===== config.mk =====
export PLATFORM = sky130hd
export DESIGN_NAME = fogc_fail_output_and_gpio_ctrl
export DESIGN_NICKNAME = d
export VERILOG_FILES = /design/src/verilog/fogc_pkg.sv /design/src/verilog/fogc_wake_filter.sv /design/src/verilog/fogc_pwm.sv /design/src/verilog/fogc_fail_output_and_gpio_ctrl.sv
export SDC_FILE = /design/constraint.sdc
export NUM_CORES = 1
export LEC_CHECK = 0
export BUFFER_PORTS_ARGS = -buffer_cell sky130_fd_sc_hd__buf_4
export CAP_MARGIN = 10
export CORE_UTILIZATION = 35
export CTS_BUF_LIST = sky130_fd_sc_hd__clkbuf_8
export DETAILED_ROUTE_END_ITERATION = 12
export GPL_TIMING_DRIVEN = 0
export MAX_ROUTING_LAYER = met4
export PLACE_DENSITY_LB_ADDON = 0.1
export SLEW_MARGIN = 15
export SYNTH_ARGS = -nofsm -noshare
export SYNTH_HDL_FRONTEND = slang
export SYNTH_SLANG_ARGS = --single-unit

===== constraint.sdc =====
create_clock -name sys_clk -period 3.83 [get_ports sys_clk]
set_input_delay 0.766 -clock sys_clk [delete_from_list [all_inputs] [get_ports sys_clk]]
set_output_delay 0.766 -clock sys_clk [all_outputs]
set_load 0.01 [all_outputs]

===== src/verilog/fogc_pkg.sv =====
`default_nettype none
package fogc_pkg;
  // ****************************************
  // pin function selection codes
  // ****************************************
  localparam logic [2:0] SEL_FAIL0 = 3'h0;
  localparam logic [2:0] SEL_FAIL2 = 3'h2;
  localparam logic [2:0] SEL_OFF = 3'h4;
  localparam logic [2:0] SEL_WAKE = 3'h5;
  localparam logic [2:0] SEL_LS = 3'h6;
  localparam logic [2:0] SEL_HS = 3'h7;
  localparam logic [2:0] SEL_RESET = 3'h0;
  // ****************************************
  // operating mode codes, binary as driven by the mode controller
  // ****************************************
  localparam logic [2:0] MODE_NORMAL = 3'h0;
  localparam logic [2:0] MODE_STOP = 3'h1;
  localparam logic [2:0] MODE_SLEEP = 3'h2;
  localparam logic [2:0] MODE_RESTART = 3'h3;
  localparam logic [2:0] MODE_FAILSAFE = 3'h4;
  localparam logic [2:0] MODE_INIT = 3'h5;
  // ****************************************
  // timing
  // ****************************************
  localparam int CLK_HZ = 20000000;
  localparam int BLANK_US = 10;
  localparam int BLANK_CYC = (BLANK_US * CLK_HZ + 999999) / 1000000;
  localparam int FILT_US = 13;
  localparam int FILT_CYC = (FILT_US * CLK_HZ + 999999) / 1000000;
  localparam int CNT_W = 9;
  // pwm duty full scale
  localparam int PWM_W = 8;
  localparam logic [7:0] PWM_FULL = 8'hff;
endpackage
`default_nettype wire


===== src/verilog/fogc_wake_filter.sv =====
`timescale 1ns/1ps
`default_nettype none
// blanking then filter of the wake input level
module fogc_wake_filter
#(
  parameter int BLANK = fogc_pkg::BLANK_CYC,
  parameter int FILT = fogc_pkg::FILT_CYC
)
(
  // clock and reset
  input wire logic sys_clk,
  input wire logic sys_rst,
  // control
  input wire logic enable,
  input wire logic pinLevel,
  // result
  output logic filtLevel,
  output logic edgeSeen
);
  typedef struct packed
  {
    logic [fogc_pkg::CNT_W-1:0] cnt;
    logic blanked;
    logic level;
    logic edgeP;
  } fogc_wf_s;
  fogc_wf_s st, next_st;
  // ****************************************
  // next state
  // ****************************************
  always_comb
  begin
    next_st = st;
    next_st.edgeP = 1'b0;
    if (!enable)
    begin
      // reference kept, blanking restarts on next selection
      next_st.cnt = '0;
      next_st.blanked = 1'b0;
    end
    else if (!st.blanked)
    begin
      // blanking interval before level counts
      if (st.cnt == fogc_pkg::CNT_W'(BLANK - 1))
      begin
        next_st.blanked = 1'b1;
        next_st.cnt = '0;
      end
      else
        next_st.cnt = st.cnt + 1'b1;
    end
    else if (pinLevel != st.level)
    begin
      // filter runs only after blanking
      if (st.cnt == fogc_pkg::CNT_W'(FILT - 1))
      begin
        next_st.level = pinLevel;
        next_st.edgeP = 1'b1;
        next_st.cnt = '0;
      end
      else
        next_st.cnt = st.cnt + 1'b1;
    end
    else
      next_st.cnt = '0;
  end
  // ****************************************
  // state register
  // ****************************************
  always_ff @(posedge sys_clk)
  begin
    if (sys_rst)
      st <= '0;
    else
      st <= next_st;
  end
  assign filtLevel = st.level;
  assign edgeSeen = st.edgeP;
  // no edge may be qualified in the cycle the enable rises or the one after it
  a_blank_holds: assert property (@(posedge sys_clk) disable iff (sys_rst)
    $rose(enable) |-> !edgeSeen [*2]) else $error("edge during blanking");
endmodule
`default_nettype wire


===== src/verilog/fogc_pwm.sv =====
`timescale 1ns/1ps
`default_nettype none
// simple pwm generator for the switch roles
module fogc_pwm
#(
  parameter int W = fogc_pkg::PWM_W
)
(
  // clock and reset
  input wire logic sys_clk,
  input wire logic sys_rst,
  // settings
  input wire logic [W-1:0] duty,
  input wire logic [W-1:0] freqDiv,
  // output
  output logic onPhase
);
  typedef struct packed
  {
    logic [W-1:0] pre;
    logic [W-1:0] phase;
    logic on;
  } fogc_pwm_s;
  fogc_pwm_s st, next_st;
  // ****************************************
  // next state
  // ****************************************
  always_comb
  begin
    next_st = st;
    if (st.pre >= freqDiv)
    begin
      next_st.pre = '0;
      next_st.phase = st.phase + 1'b1;
    end
    else
      next_st.pre = st.pre + 1'b1;
    // 0 is always off, full scale always on
    if (duty == '0)
      next_st.on = 1'b0;
    else if (duty == W'(fogc_pkg::PWM_FULL))
      next_st.on = 1'b1;
    else
      next_st.on = (next_st.phase < duty);
  end
  always_ff @(posedge sys_clk)
  begin
    if (sys_rst)
      st <= '0;
    else
      st <= next_st;
  end
  assign onPhase = st.on;
  a_zero_off: assert property (@(posedge sys_clk) disable iff (sys_rst)
    (duty == '0) [*2] |-> !onPhase) else $error("pwm on at zero duty");
endmodule
`default_nettype wire


===== src/verilog/fogc_fail_output_and_gpio_ctrl.sv =====
`timescale 1ns/1ps
`default_nettype none
// Function
// - pin starts as open-drain fail output
// - watchdog failure asserts, config-dependent count
// - thermal, short, gated overvoltage assert output
// - assertion sets failure flag, enters fail-safe except watchdog cause in config 3/4
// - asserted output stays low all modes
// - release only Normal, clean, flag cleared
// - watchdog cause also needs successful trigger
// - watchdog flag cleared on sleep entry, stop with watchdog disabled
// - test bit asserts, clears without trigger
// - test-only assertion released at restart
// - test bit drives pin only in fail role
// - decode three-bit pin function selection
// - selection changes in Normal, lockable
// - blanking interval before wake filter
// - wake capable, event flag, failsafe clear
// - selectable pull-up or pull-down
// - wake level status reporting in all modes
// - qualified edge raises interrupt normal/stop
// - restart edge sets flag, no interrupt
// - sleep edge wakes, enables regulator
// - pwm drives low-side, 0 off, 100 on
// - low-side overcurrent during on, flag, off
// - high-side diagnosis during on-time
// - switch shutdown rewrites selection to off
module fogc_fail_output_and_gpio_ctrl
#(
  parameter int PWM_W = fogc_pkg::PWM_W
)
(
  // clock and reset
  input wire logic sys_clk,
  input wire logic sys_rst,
  // operating mode and hardware config (1..4)
  input wire logic [2:0] opMode,
  input wire logic [2:0] hwConfig,
  // failure sources
  input wire logic wdTrigFail,
  input wire logic wdTrigOk,
  input wire logic wdDisabled,
  input wire logic thermalShutdownLevel2,
  input wire logic mainRegulatorShort,
  input wire logic mainRegulatorOv,
  input wire logic overvoltageResetEnable,
  // host controls
  input wire logic failureFlagClear,
  input wire logic failOutputTestBit,
  input wire logic pinSelWrite,
  input wire logic [2:0] pinSelData,
  input wire logic cfgLock,
  input wire logic pinWakePullSelectUp,
  input wire logic pinWakeEventClear,
  input wire logic [PWM_W-1:0] pwmDuty,
  input wire logic [PWM_W-1:0] pwmFrequencyReg,
  input wire logic ocClear,
  input wire logic olClear,
  // pin sensing
  input wire logic pinIn,
  input wire logic switchOverCurrent,
  input wire logic switchOpenLoad,
  // pin drive
  output logic pinLowOe,
  output logic pinHighOe,
  output logic pullUpEn,
  output logic pullDownEn,
  // status out
  output logic failureFlag,
  output logic watchdogFailureFlag,
  output logic failSafeReq,
  output logic [2:0] pinSel,
  output logic pinWakeEventFlag,
  output logic wakeLevelStatus,
  output logic pinOvercurrentFlag,
  output logic pinOpenLoadFlag,
  output logic interruptReq,
  output logic wakeReq
);
  typedef enum logic [3:0]
  {
    OUT_IDLE = 4'h1,
    OUT_FAIL = 4'h2,
    OUT_TEST = 4'h4,
    OUT_HOLD = 4'h8
  } fogc_out_e;
  typedef struct packed
  {
    fogc_out_e outState;
    logic [1:0] wdCount;
    logic failFlag;
    logic wdFlag;
    logic fsReq;
    logic [2:0] sel;
    logic wkFlag;
    logic lvl;
    logic oc;
    logic ol;
    logic lowOe;
    logic highOe;
    logic pu;
    logic pd;
    logic irq;
    logic wake;
    logic [2:0] prevMode;
  } fogc_s;
  fogc_s st, next_st;
  // helper wires
  logic wkEnable;
  logic filtLevel;
  logic edgeSeen;
  logic pwmOn;
  logic wdAssert;
  logic hardFail;
  logic anyFail;
  logic isFailRole;
  logic isNormal;
  logic enterRestart;
  logic enterFailSafe;
  logic enterSleep;
  logic switchOn;
  // ****************************************
  // sub-blocks
  // ****************************************
  fogc_wake_filter u_filter
  (
    .sys_clk(sys_clk),
    .sys_rst(sys_rst),
    .enable(wkEnable),
    .pinLevel(pinIn),
    .filtLevel(filtLevel),
    .edgeSeen(edgeSeen)
  );
  fogc_pwm #(.W(PWM_W)) u_pwm
  (
    .sys_clk(sys_clk),
    .sys_rst(sys_rst),
    .duty(pwmDuty),
    .freqDiv(pwmFrequencyReg),
    .onPhase(pwmOn)
  );
  // ****************************************
  // decode
  // ****************************************
  always_comb
  begin
    // wake capable as soon as selected
    wkEnable = (st.sel == fogc_pkg::SEL_WAKE);
    // codes 000..010 are the fail role
    isFailRole = (st.sel <= fogc_pkg::SEL_FAIL2);
    isNormal = (opMode == fogc_pkg::MODE_NORMAL);
    enterRestart = (opMode == fogc_pkg::MODE_RESTART) && (st.prevMode != fogc_pkg::MODE_RESTART);
    enterFailSafe = (opMode == fogc_pkg::MODE_FAILSAFE) && (st.prevMode != fogc_pkg::MODE_FAILSAFE);
    enterSleep = (opMode == fogc_pkg::MODE_SLEEP) && (st.prevMode != fogc_pkg::MODE_SLEEP);
    // configs 3 and 4 wait for a second failure
    wdAssert = wdTrigFail && ((hwConfig >= 3'h3) ? (st.wdCount != 2'h0) : 1'b1);
    // overvoltage only with reset enable
    hardFail = thermalShutdownLevel2 || mainRegulatorShort || (mainRegulatorOv && overvoltageResetEnable);
    // release needs overvoltage gone regardless of enable
    anyFail = thermalShutdownLevel2 || mainRegulatorShort || mainRegulatorOv;
    switchOn = pwmOn && (st.sel == fogc_pkg::SEL_LS || st.sel == fogc_pkg::SEL_HS);
  end
  // ****************************************
  // next state
  // ****************************************
  always_comb
  begin
    next_st = st;
    next_st.prevMode = opMode;
    next_st.irq = 1'b0;
    next_st.wake = 1'b0;
    next_st.fsReq = 1'b0;
    // watchdog failure count and flag
    if (wdTrigOk)
      next_st.wdFlag = 1'b0;
    if (enterSleep || (enterFailSafe && !st.wdFlag) || (opMode == fogc_pkg::MODE_STOP && wdDisabled))
      next_st.wdFlag = 1'b0;
    if (wdTrigFail)
    begin
      next_st.wdFlag = 1'b1;
      if (st.wdCount != 2'h3)
        next_st.wdCount = st.wdCount + 2'h1;
    end
    // failure flag, set wins over clear
    if (failureFlagClear)
      next_st.failFlag = 1'b0;
    if (wdAssert || hardFail)
    begin
      next_st.failFlag = 1'b1;
      // watchdog cause routes to fail-safe only from config 1/2
      next_st.fsReq = hardFail || hwConfig <= 3'h2;
    end
    // fail output state machine
    case (st.outState)
      OUT_IDLE:
      begin
        if (wdAssert || hardFail)
          next_st.outState = OUT_FAIL;
        else if (failOutputTestBit)
          next_st.outState = OUT_TEST;
      end
      OUT_FAIL:
      begin
        // held in every mode until released in Normal
        if (isNormal && !anyFail && !st.failFlag && !st.wdFlag && !failOutputTestBit)
          next_st.outState = OUT_IDLE;
      end
      OUT_TEST:
      begin
        if (wdAssert || hardFail)
          next_st.outState = OUT_FAIL;
        else if (enterRestart)
          next_st.outState = OUT_HOLD;
        else if (!failOutputTestBit)
          next_st.outState = OUT_IDLE;
      end
      OUT_HOLD:
      begin
        // stays off until test bit drops
        if (wdAssert || hardFail)
          next_st.outState = OUT_FAIL;
        else if (!failOutputTestBit)
          next_st.outState = OUT_IDLE;
      end
      default:
        next_st.outState = OUT_FAIL;
    endcase
    // pin selection, Normal only and not locked
    if (pinSelWrite && isNormal && !cfgLock)
      next_st.sel = pinSelData;
    // overcurrent / open load during on-time only
    if (ocClear)
      next_st.oc = 1'b0;
    if (olClear)
      next_st.ol = 1'b0;
    if (switchOn && switchOverCurrent)
    begin
      next_st.oc = 1'b1;
      next_st.sel = fogc_pkg::SEL_OFF;
    end
    if (pwmOn && st.sel == fogc_pkg::SEL_HS && switchOpenLoad)
      next_st.ol = 1'b1;
    if ((enterRestart || enterFailSafe) && (st.sel == fogc_pkg::SEL_LS || st.sel == fogc_pkg::SEL_HS))
      next_st.sel = fogc_pkg::SEL_OFF;
    // wake input events
    if (pinWakeEventClear || enterFailSafe)
      next_st.wkFlag = 1'b0;
    if (wkEnable && edgeSeen)
    begin
      next_st.wkFlag = 1'b1;
      if (opMode == fogc_pkg::MODE_NORMAL || opMode == fogc_pkg::MODE_STOP)
        next_st.irq = 1'b1;
      if (opMode == fogc_pkg::MODE_SLEEP)
        next_st.wake = 1'b1;
      // restart: flag only, no interrupt
    end
    // level status tracked in all modes
    if (wkEnable)
      next_st.lvl = filtLevel;
    else if (st.sel == fogc_pkg::SEL_LS || st.sel == fogc_pkg::SEL_HS)
      next_st.lvl = pinIn;
    else
      next_st.lvl = 1'b0;
    // pin drivers
    next_st.lowOe = (isFailRole && (next_st.outState == OUT_FAIL || next_st.outState == OUT_TEST))
      || (st.sel == fogc_pkg::SEL_LS && pwmOn && !(next_st.sel == fogc_pkg::SEL_OFF));
    next_st.highOe = st.sel == fogc_pkg::SEL_HS && pwmOn && !(next_st.sel == fogc_pkg::SEL_OFF);
    next_st.pu = wkEnable && pinWakePullSelectUp;
    next_st.pd = wkEnable && !pinWakePullSelectUp;
  end
  // ****************************************
  // state register
  // ****************************************
  always_ff @(posedge sys_clk)
  begin
    if (sys_rst)
    begin
      // power-up default is fail role
      st <= '0;
      st.outState <= OUT_IDLE;
      st.sel <= fogc_pkg::SEL_RESET;
    end
    else
      st <= next_st;
  end
  // ****************************************
  // outputs
  // ****************************************
  assign pinLowOe = st.lowOe;
  assign pinHighOe = st.highOe;
  assign pullUpEn = st.pu;
  assign pullDownEn = st.pd;
  assign failureFlag = st.failFlag;
  assign watchdogFailureFlag = st.wdFlag;
  assign failSafeReq = st.fsReq;
  assign pinSel = st.sel;
  assign pinWakeEventFlag = st.wkFlag;
  // readable in every mode, no mode gating
  assign wakeLevelStatus = st.lvl;
  assign pinOvercurrentFlag = st.oc;
  assign pinOpenLoadFlag = st.ol;
  assign interruptReq = st.irq;
  assign wakeReq = st.wake;
  // ****************************************
  // checks
  // ****************************************
  a_fail_asserts: assert property (@(posedge sys_clk) disable iff (sys_rst)
    (thermalShutdownLevel2 && isFailRole && !pinSelWrite) |=> pinLowOe) else $error("thermal fail not driven");
  a_flag_on_fail: assert property (@(posedge sys_clk) disable iff (sys_rst)
    hardFail |=> failureFlag && failSafeReq) else $error("flag missing");
  a_fail_hold: assert property (@(posedge sys_clk) disable iff (sys_rst)
    (st.outState == OUT_FAIL && !isNormal) |=> st.outState == OUT_FAIL) else $error("fail released outside normal");
  a_release_gate: assert property (@(posedge sys_clk) disable iff (sys_rst)
    (st.outState == OUT_FAIL && st.failFlag) |=> st.outState == OUT_FAIL) else $error("released with flag set");
  a_wd_release: assert property (@(posedge sys_clk) disable iff (sys_rst)
    (st.outState == OUT_FAIL && st.wdFlag) |=> st.outState == OUT_FAIL) else $error("released with watchdog flag");
  a_wd_first: assert property (@(posedge sys_clk) disable iff (sys_rst)
    (wdTrigFail && hwConfig <= 3'h2) |=> failureFlag) else $error("first watchdog failure missed");
  a_test_role: assert property (@(posedge sys_clk) disable iff (sys_rst)
    (st.sel == fogc_pkg::SEL_WAKE) |-> !pinLowOe) else $error("driven in wake role");
  a_lock_keep: assert property (@(posedge sys_clk) disable iff (sys_rst)
    (cfgLock && !switchOn && !enterRestart && !enterFailSafe) |=> $stable(pinSel)) else $error("locked sel changed");
  a_restart_noirq: assert property (@(posedge sys_clk) disable iff (sys_rst)
    (opMode == fogc_pkg::MODE_RESTART) |=> !interruptReq) else $error("irq in restart");
  a_oc_off: assert property (@(posedge sys_clk) disable iff (sys_rst)
    (switchOn && switchOverCurrent) |=> pinSel == fogc_pkg::SEL_OFF && pinOvercurrentFlag) else $error("oc no off");
endmodule
`default_nettype wire


=== Word-level counts from Yosys, hierarchy flattened ===
Cells that the tools add are included.

* Muxes and demuxes: 36
* Shift operators: 0
* Bitwise operators: 5
* Div/mod/pow operators: 0
* Multipliers: 0
* Eq/ne operators: 22
* Magnitude comparators: 5
* Reduce and logical (&&, ||, !) cells: 61
* $add $sub $neg: 4

{| class="wikitable"
|+ Operators with widths
! operator !! number
|-
| 9-bit 2-to-1 mux || 4
|-
| 4-bit 2-to-1 mux || 7
|-
| 1-bit logical AND || 25
|-
| 1-bit 2-to-1 mux || 20
|-
| 8-bit by 1-bit adder with 8-bit output (second input constant) || 2
|-
| 4-bit case mux with 4 select lines || 1
|-
| 3-bit equality test (second input constant) || 5
|-
| 1-bit logical OR || 13
|-
| 2-bit nonzero test || 5
|-
| 2-bit OR reduction || 5
|-
| 9-bit by 1-bit adder with 9-bit output (second input constant) || 1
|-
| 9-bit by 8-bit equality test with 1-bit output (second input constant) || 1
|-
| 9-bit equality test (second input constant) || 1
|-
| 3-bit 2-to-1 mux || 3
|-
| 4-bit by 2-bit equality test with 1-bit output (second input constant) || 2
|-
| 4-bit by 3-bit equality test with 1-bit output (second input constant) || 2
|-
| 8-bit equality test (second input constant) || 1
|-
| 8-bit >= comparator || 1
|-
| 8-bit logical NOT || 1
|-
| 8-bit < comparator || 1
|-
| 8-bit 2-to-1 mux || 1
|-
| 1-bit logical NOT || 7
|-
| 3-bit by 2-bit equality test with 1-bit output (second input constant) || 2
|-
| 3-bit by 2-bit <= comparator with 1-bit output (second input constant) || 2
|-
| other kinds (15) || 20
|}

* Input port bits: 45
* Output and inout bits: 16
* Memories: 0
* RAM bits: 0
* Logic and storage cells: 157
* Flip-flop bits (word level): 54
* Bits in latches: 0
* ROM bits: 0

=== Longest topological paths before layout ===
* Word-level depth: 13
* Depth in mapped cells: 14
* Gate-level depth less buffers: 13

=== Modules after synthesis ===
A second synthesis with hierarchy kept.

* Cells, all modules: 329
* Area total of the unflattened synthesis: 2,905.3 µm²

{| class="wikitable"
|+ Modules (own cells, without submodules)
! module !! times used !! area an instance (µm²) !! seq. area each (µm²) !! cells an instance
|-
| fogc_pwm || 1 || 1,207.4 || 340.3 || 144
|-
| fogc_fail_output_and_gpio_ctrl || 1 || 1,164.9 || 500.5 || 130
|-
| fogc_wake_filter || 1 || 533.0 || 240.2 || 55
|}

=== Worst setup path before layout ===
OpenSTA, ideal clock, no wires.

* Kind: input -> register
* Start: input pwmFrequencyReg[0]
* End: register u_pwm.st, in the netlist u_pwm.onPhase
* Library setup time: 0.074 ns
* Stages: 13
* Setup slack: 0.618 ns
* Arrival time: 3.138 ns
* Buffers on the path: 1
* Data required time: 3.756 ns
* Cell sequence: ha_1 -> nand2b_1 -> a2111o_1 -> a21oi_2 -> buf_6 -> or3_1 -> nand2_1 -> ha_1 -> a21o_1 -> a21o_1 -> a221oi_1 -> o21ai_0 -> a31oi_1

{| class="wikitable"
|+ RTL lines
! what !! RTL line !! source
|-
| start, declared || fogc_fail_output_and_gpio_ctrl.sv:56 || <nowiki>input wire logic [PWM_W-1:0] pwmFrequencyReg,</nowiki>
|-
| end signal, assigned || fogc_pwm.sv:51 || <nowiki>st <= next_st;</nowiki>
|-
| end, declared || fogc_pwm.sv:24 || <nowiki>fogc_pwm_s st, next_st;</nowiki>
|}

==> impl_metrics.toml <==
[cells_and_area]
stdcell_count = 498
drive_above_1_share_pct = 21.5
nets = 460
area_delta_synth_final_pct = 24.0
antenna_cells = 0
fin_util_pct = 45.3

[status]
status = "finished, final reports clean"

[yosys]
synth_compound_area_share_pct = 11.4
syn_area_per_cell_um2 = 8.67
synthAdderAreaFrac_pct = 8.77
synth_xor_area_share_pct = 5.83
synth_mux_area_share_pct = 4.12
yosys.area_share.simple_pct = 26.6
syn_inst = 329
ys_seq_area_share_pct = 37.9
synth-edff-count = 0
async_flop_share_pct = 0
yosys_warnings = 0
synthFlopType = "dfxtp_1"
synth_top_family_by_area = "simple AND/OR/NAND/NOR gates"
synth.ff_latch_count = 54
synth_fp_nets = 394
syn_area_mm2 = 0.00285
synth_cell_types = 56

[critical_path]
slowest_delay_ps = 450
crit_family = "compound AO/OA/AOI/OAI gates"
crit_path_start_kind = "input pin"
cp_slowest_cell = "a2111o_1"
crit_arrival_ps = 3560
crit_path_end_kind = "register"
crit_type = "in2reg"
cp_max_fo = 10
path_buf_inv = 2
critical_path_required_ps = 4060
path_cells = "buf_4 -> ha_1 -> nand2b_1 -> a2111o_1 -> a21oi_2 -> buf_6 -> or3_1 -> nand2_1 -> ha_1 -> a21o_1 -> a21o_1 -> a221oi_1 -> o21ai_0 -> a31oi_1"

[min_path]
hold_class = "reg2reg"

[grt]
antenna_found_initial = 0
grt_start_max_net_pins = 18
globalRouteTotalUtil_pct = 15.3
grt_pass1_vias = 2203
gr-usage-met2_pct = 24.1
grt_overflow_total = 0
grt_pass1_wl_um = 10100
busiest_layer = "met2"
globalRouteMet1Util_pct = 20.1
grtUsageMet3_pct = 2.90

[timing]
hold_viol_final = 0
finalSetupTns_ps = 0
slew_viol_final = 0
timing.fmax_mhz = 301
relSlewSlack_pct = 62.9
min_period_over_period_pct = 86.9
finalSetupViolations = 0
rsz0062_at_grt = "false"
clock_skew_ps = 5.15
fin_crit_ps = 3330
timing.hold.ws_ps = 451
worst_pin_slew_ps = 556

[clock_network]
clk_pin_slew_ps = 100
root_buffer = "clkbuf_8"
cts_buffers = 5
clock_sinks = 54
cts_tree = "yes"
cts_buffer_depth = 2
postCtsHoldBufs = 0
clk_latency_ps = 300
cts_setup_buffers = 0
post_cts_resized = 0
cts-htree-levels = 2

[placed_design]
globalplace.congestion = 0.758
place_inst = 490
portBuffers = 59
dpl.hpwl_um = 4770

[detailed_routing]
wl_per_cell_um = 12.2
vias = 2391
route.detailed.vias_per_inst = 4.80
route.detailed.drc = 0
ant_nets = 0
drt_iter0_drc = 56
dr.pass1.iters = 4
wirelength_um = 6080

[power]
fin_total_pwr_mw = 1.09
p_leak_nw = 1.60
power.density_mw_per_mm2 = 308
irDropWorstVdd_v = 0.000158

[flow_run]
cap_violations = 0

[floorplanning]
chipHeight_um = 92.3
core_area_mm2 = 0.00781
die_w_um = 92.3
boundaryPins = 61
std_cell_rows = 32
die-area_mm2 = 0.00852
start_util_pct = 36.5
==> worst paths after layout <==
path	from	to	slack, ps	depth (start not counted)
hold / removal	u_filter.st[3]$_SDFF_PP0_	u_filter.st[3]$_SDFF_PP0_	450	1
hold reg to reg	u_filter.st[3]$_SDFF_PP0_	u_filter.st[3]$_SDFF_PP0_	450	1
setup reg to reg	u_pwm.st[9]$_SDFF_PP0_	u_pwm.onPhase$_SDFF_PP0_	620	14
setup / recovery	pwmFrequencyReg[0]	u_pwm.onPhase$_SDFF_PP0_	500	14
==> power by group <==
group	internal (mW)	leakage, nW	switching, mW
logic	0.0635	1.11	0.0564
registers	0.573	0.439	0.00975
clock network	0.195	0.0504	0.191
total	0.832	1.60	0.257
==> routing by layer <==
metal | share of wire, % | routed length (µm)
met5 | 0 | 0
met3 | 4.1 | 247
met4 | 0.54 | 33
met1 | 51 | 3080
met2 | 45 | 2720
==> logic make-up after synthesis <==
group           count (synthesis)
buf+inv                        36
simple gates                  144
xor+xnor                       19
fa+ha+maj                      20
flops                          54
mux                            10
compound gates                 46
==> flip-flops by register name, summed over array words and instances, names as in the netlist, 3 cells and up <==
name,cells
pinSel,3
u_pwm.st,16
st,9
u_filter.st,10
==> area by class of cell <==
cell class	count	area, µm²
fill	784	4270
tap	102	128
sequential	54	1080
clock inverter	3	45.0
multi-input combinational	239	1620
buffer	11	61.3
clock buffer	5	68.8
inverter	25	93.8
timing repair buffer	59	443
==> per-stage QoR <==
step	setup slack (ps)	area, µm²
6_report	502	3540
5_1_grt	288	3540
4_1_cts	480	3540
3_5_place_dp	161	3420
3_3_place_gp	132	3420
2_1_floorplan	618	2850
==> cells in the final DEF, fill, tap and decap left out, types with 3 or more instances in the layout <==
master,netlist,final
a21o_1,4,4
nand4_1,5,5
mux2_4,3,3
nand2_1,21,21
nor3b_1,4,4
nand3_1,12,12
nand2b_1,7,7
ha_1,20,20
xnor2_1,7,7
clkbuf_1,5,5
nor4_1,7,7
inv_1,25,25
buf_4,3,62
a21oi_1,13,13
nor2b_1,11,11
xor2_1,12,12
o21ai_0,6,6
dfxtp_1,54,54
and3_1,5,5
clkbuf_8,0,5
nor4b_1,5,5
mux2i_1,5,5
nor2_1,42,42
nor3_1,8,8
==> Yosys cell counts (2+ instances only) <==
library cell   n  area (µm²)
dfxtp_1       54        1080
nor2_1        42         158
inv_1         25        93.8
nand2_1       21        78.8
ha_1          20         250
a21oi_1       13        65.1
nand3_1       12        60.1
xor2_1        12         105
nor2b_1       11        68.8
nor3_1         8        40.0
nand2b_1       7        43.8
nor4_1         7        43.8
xnor2_1        7        61.3
o21ai_0        6        30.0
and3_1         5        31.3
clkbuf_1       5        18.8
mux2i_1        5        50.1
nand4_1        5        31.3
nor4b_1        5        43.8
a21o_1         4        30.0
nor3b_1        4        30.0
buf_4          3        22.5
mux2_4         3        45.0
a31oi_1        2        12.5
a32oi_1        2        17.5
and2_1         2        12.5
and3b_1        2        17.5
mux2_2         2        22.5
nand3b_1       2        15.0
o21a_1         2        15.0
o22ai_1        2        12.5
o31ai_1        2        15.0
or2_2          2        12.5
or3_1          2        12.5
or4_1          2        15.0
==> worst register-to-register path, delay by kind of cell, from the launching register on <==
| family | cells | cell delay, ps |
|---|---|---|
| AOI/OAI and AO/OA | 7 | 1620 |
| adders and majority gates | 2 | 560 |
| DFF | 1 | 400 |
| and+or+nand+nor | 3 | 340 |
| buffers and inverters | 2 | 240 |
No activity file was read; power rests on OpenSTA's default activity.
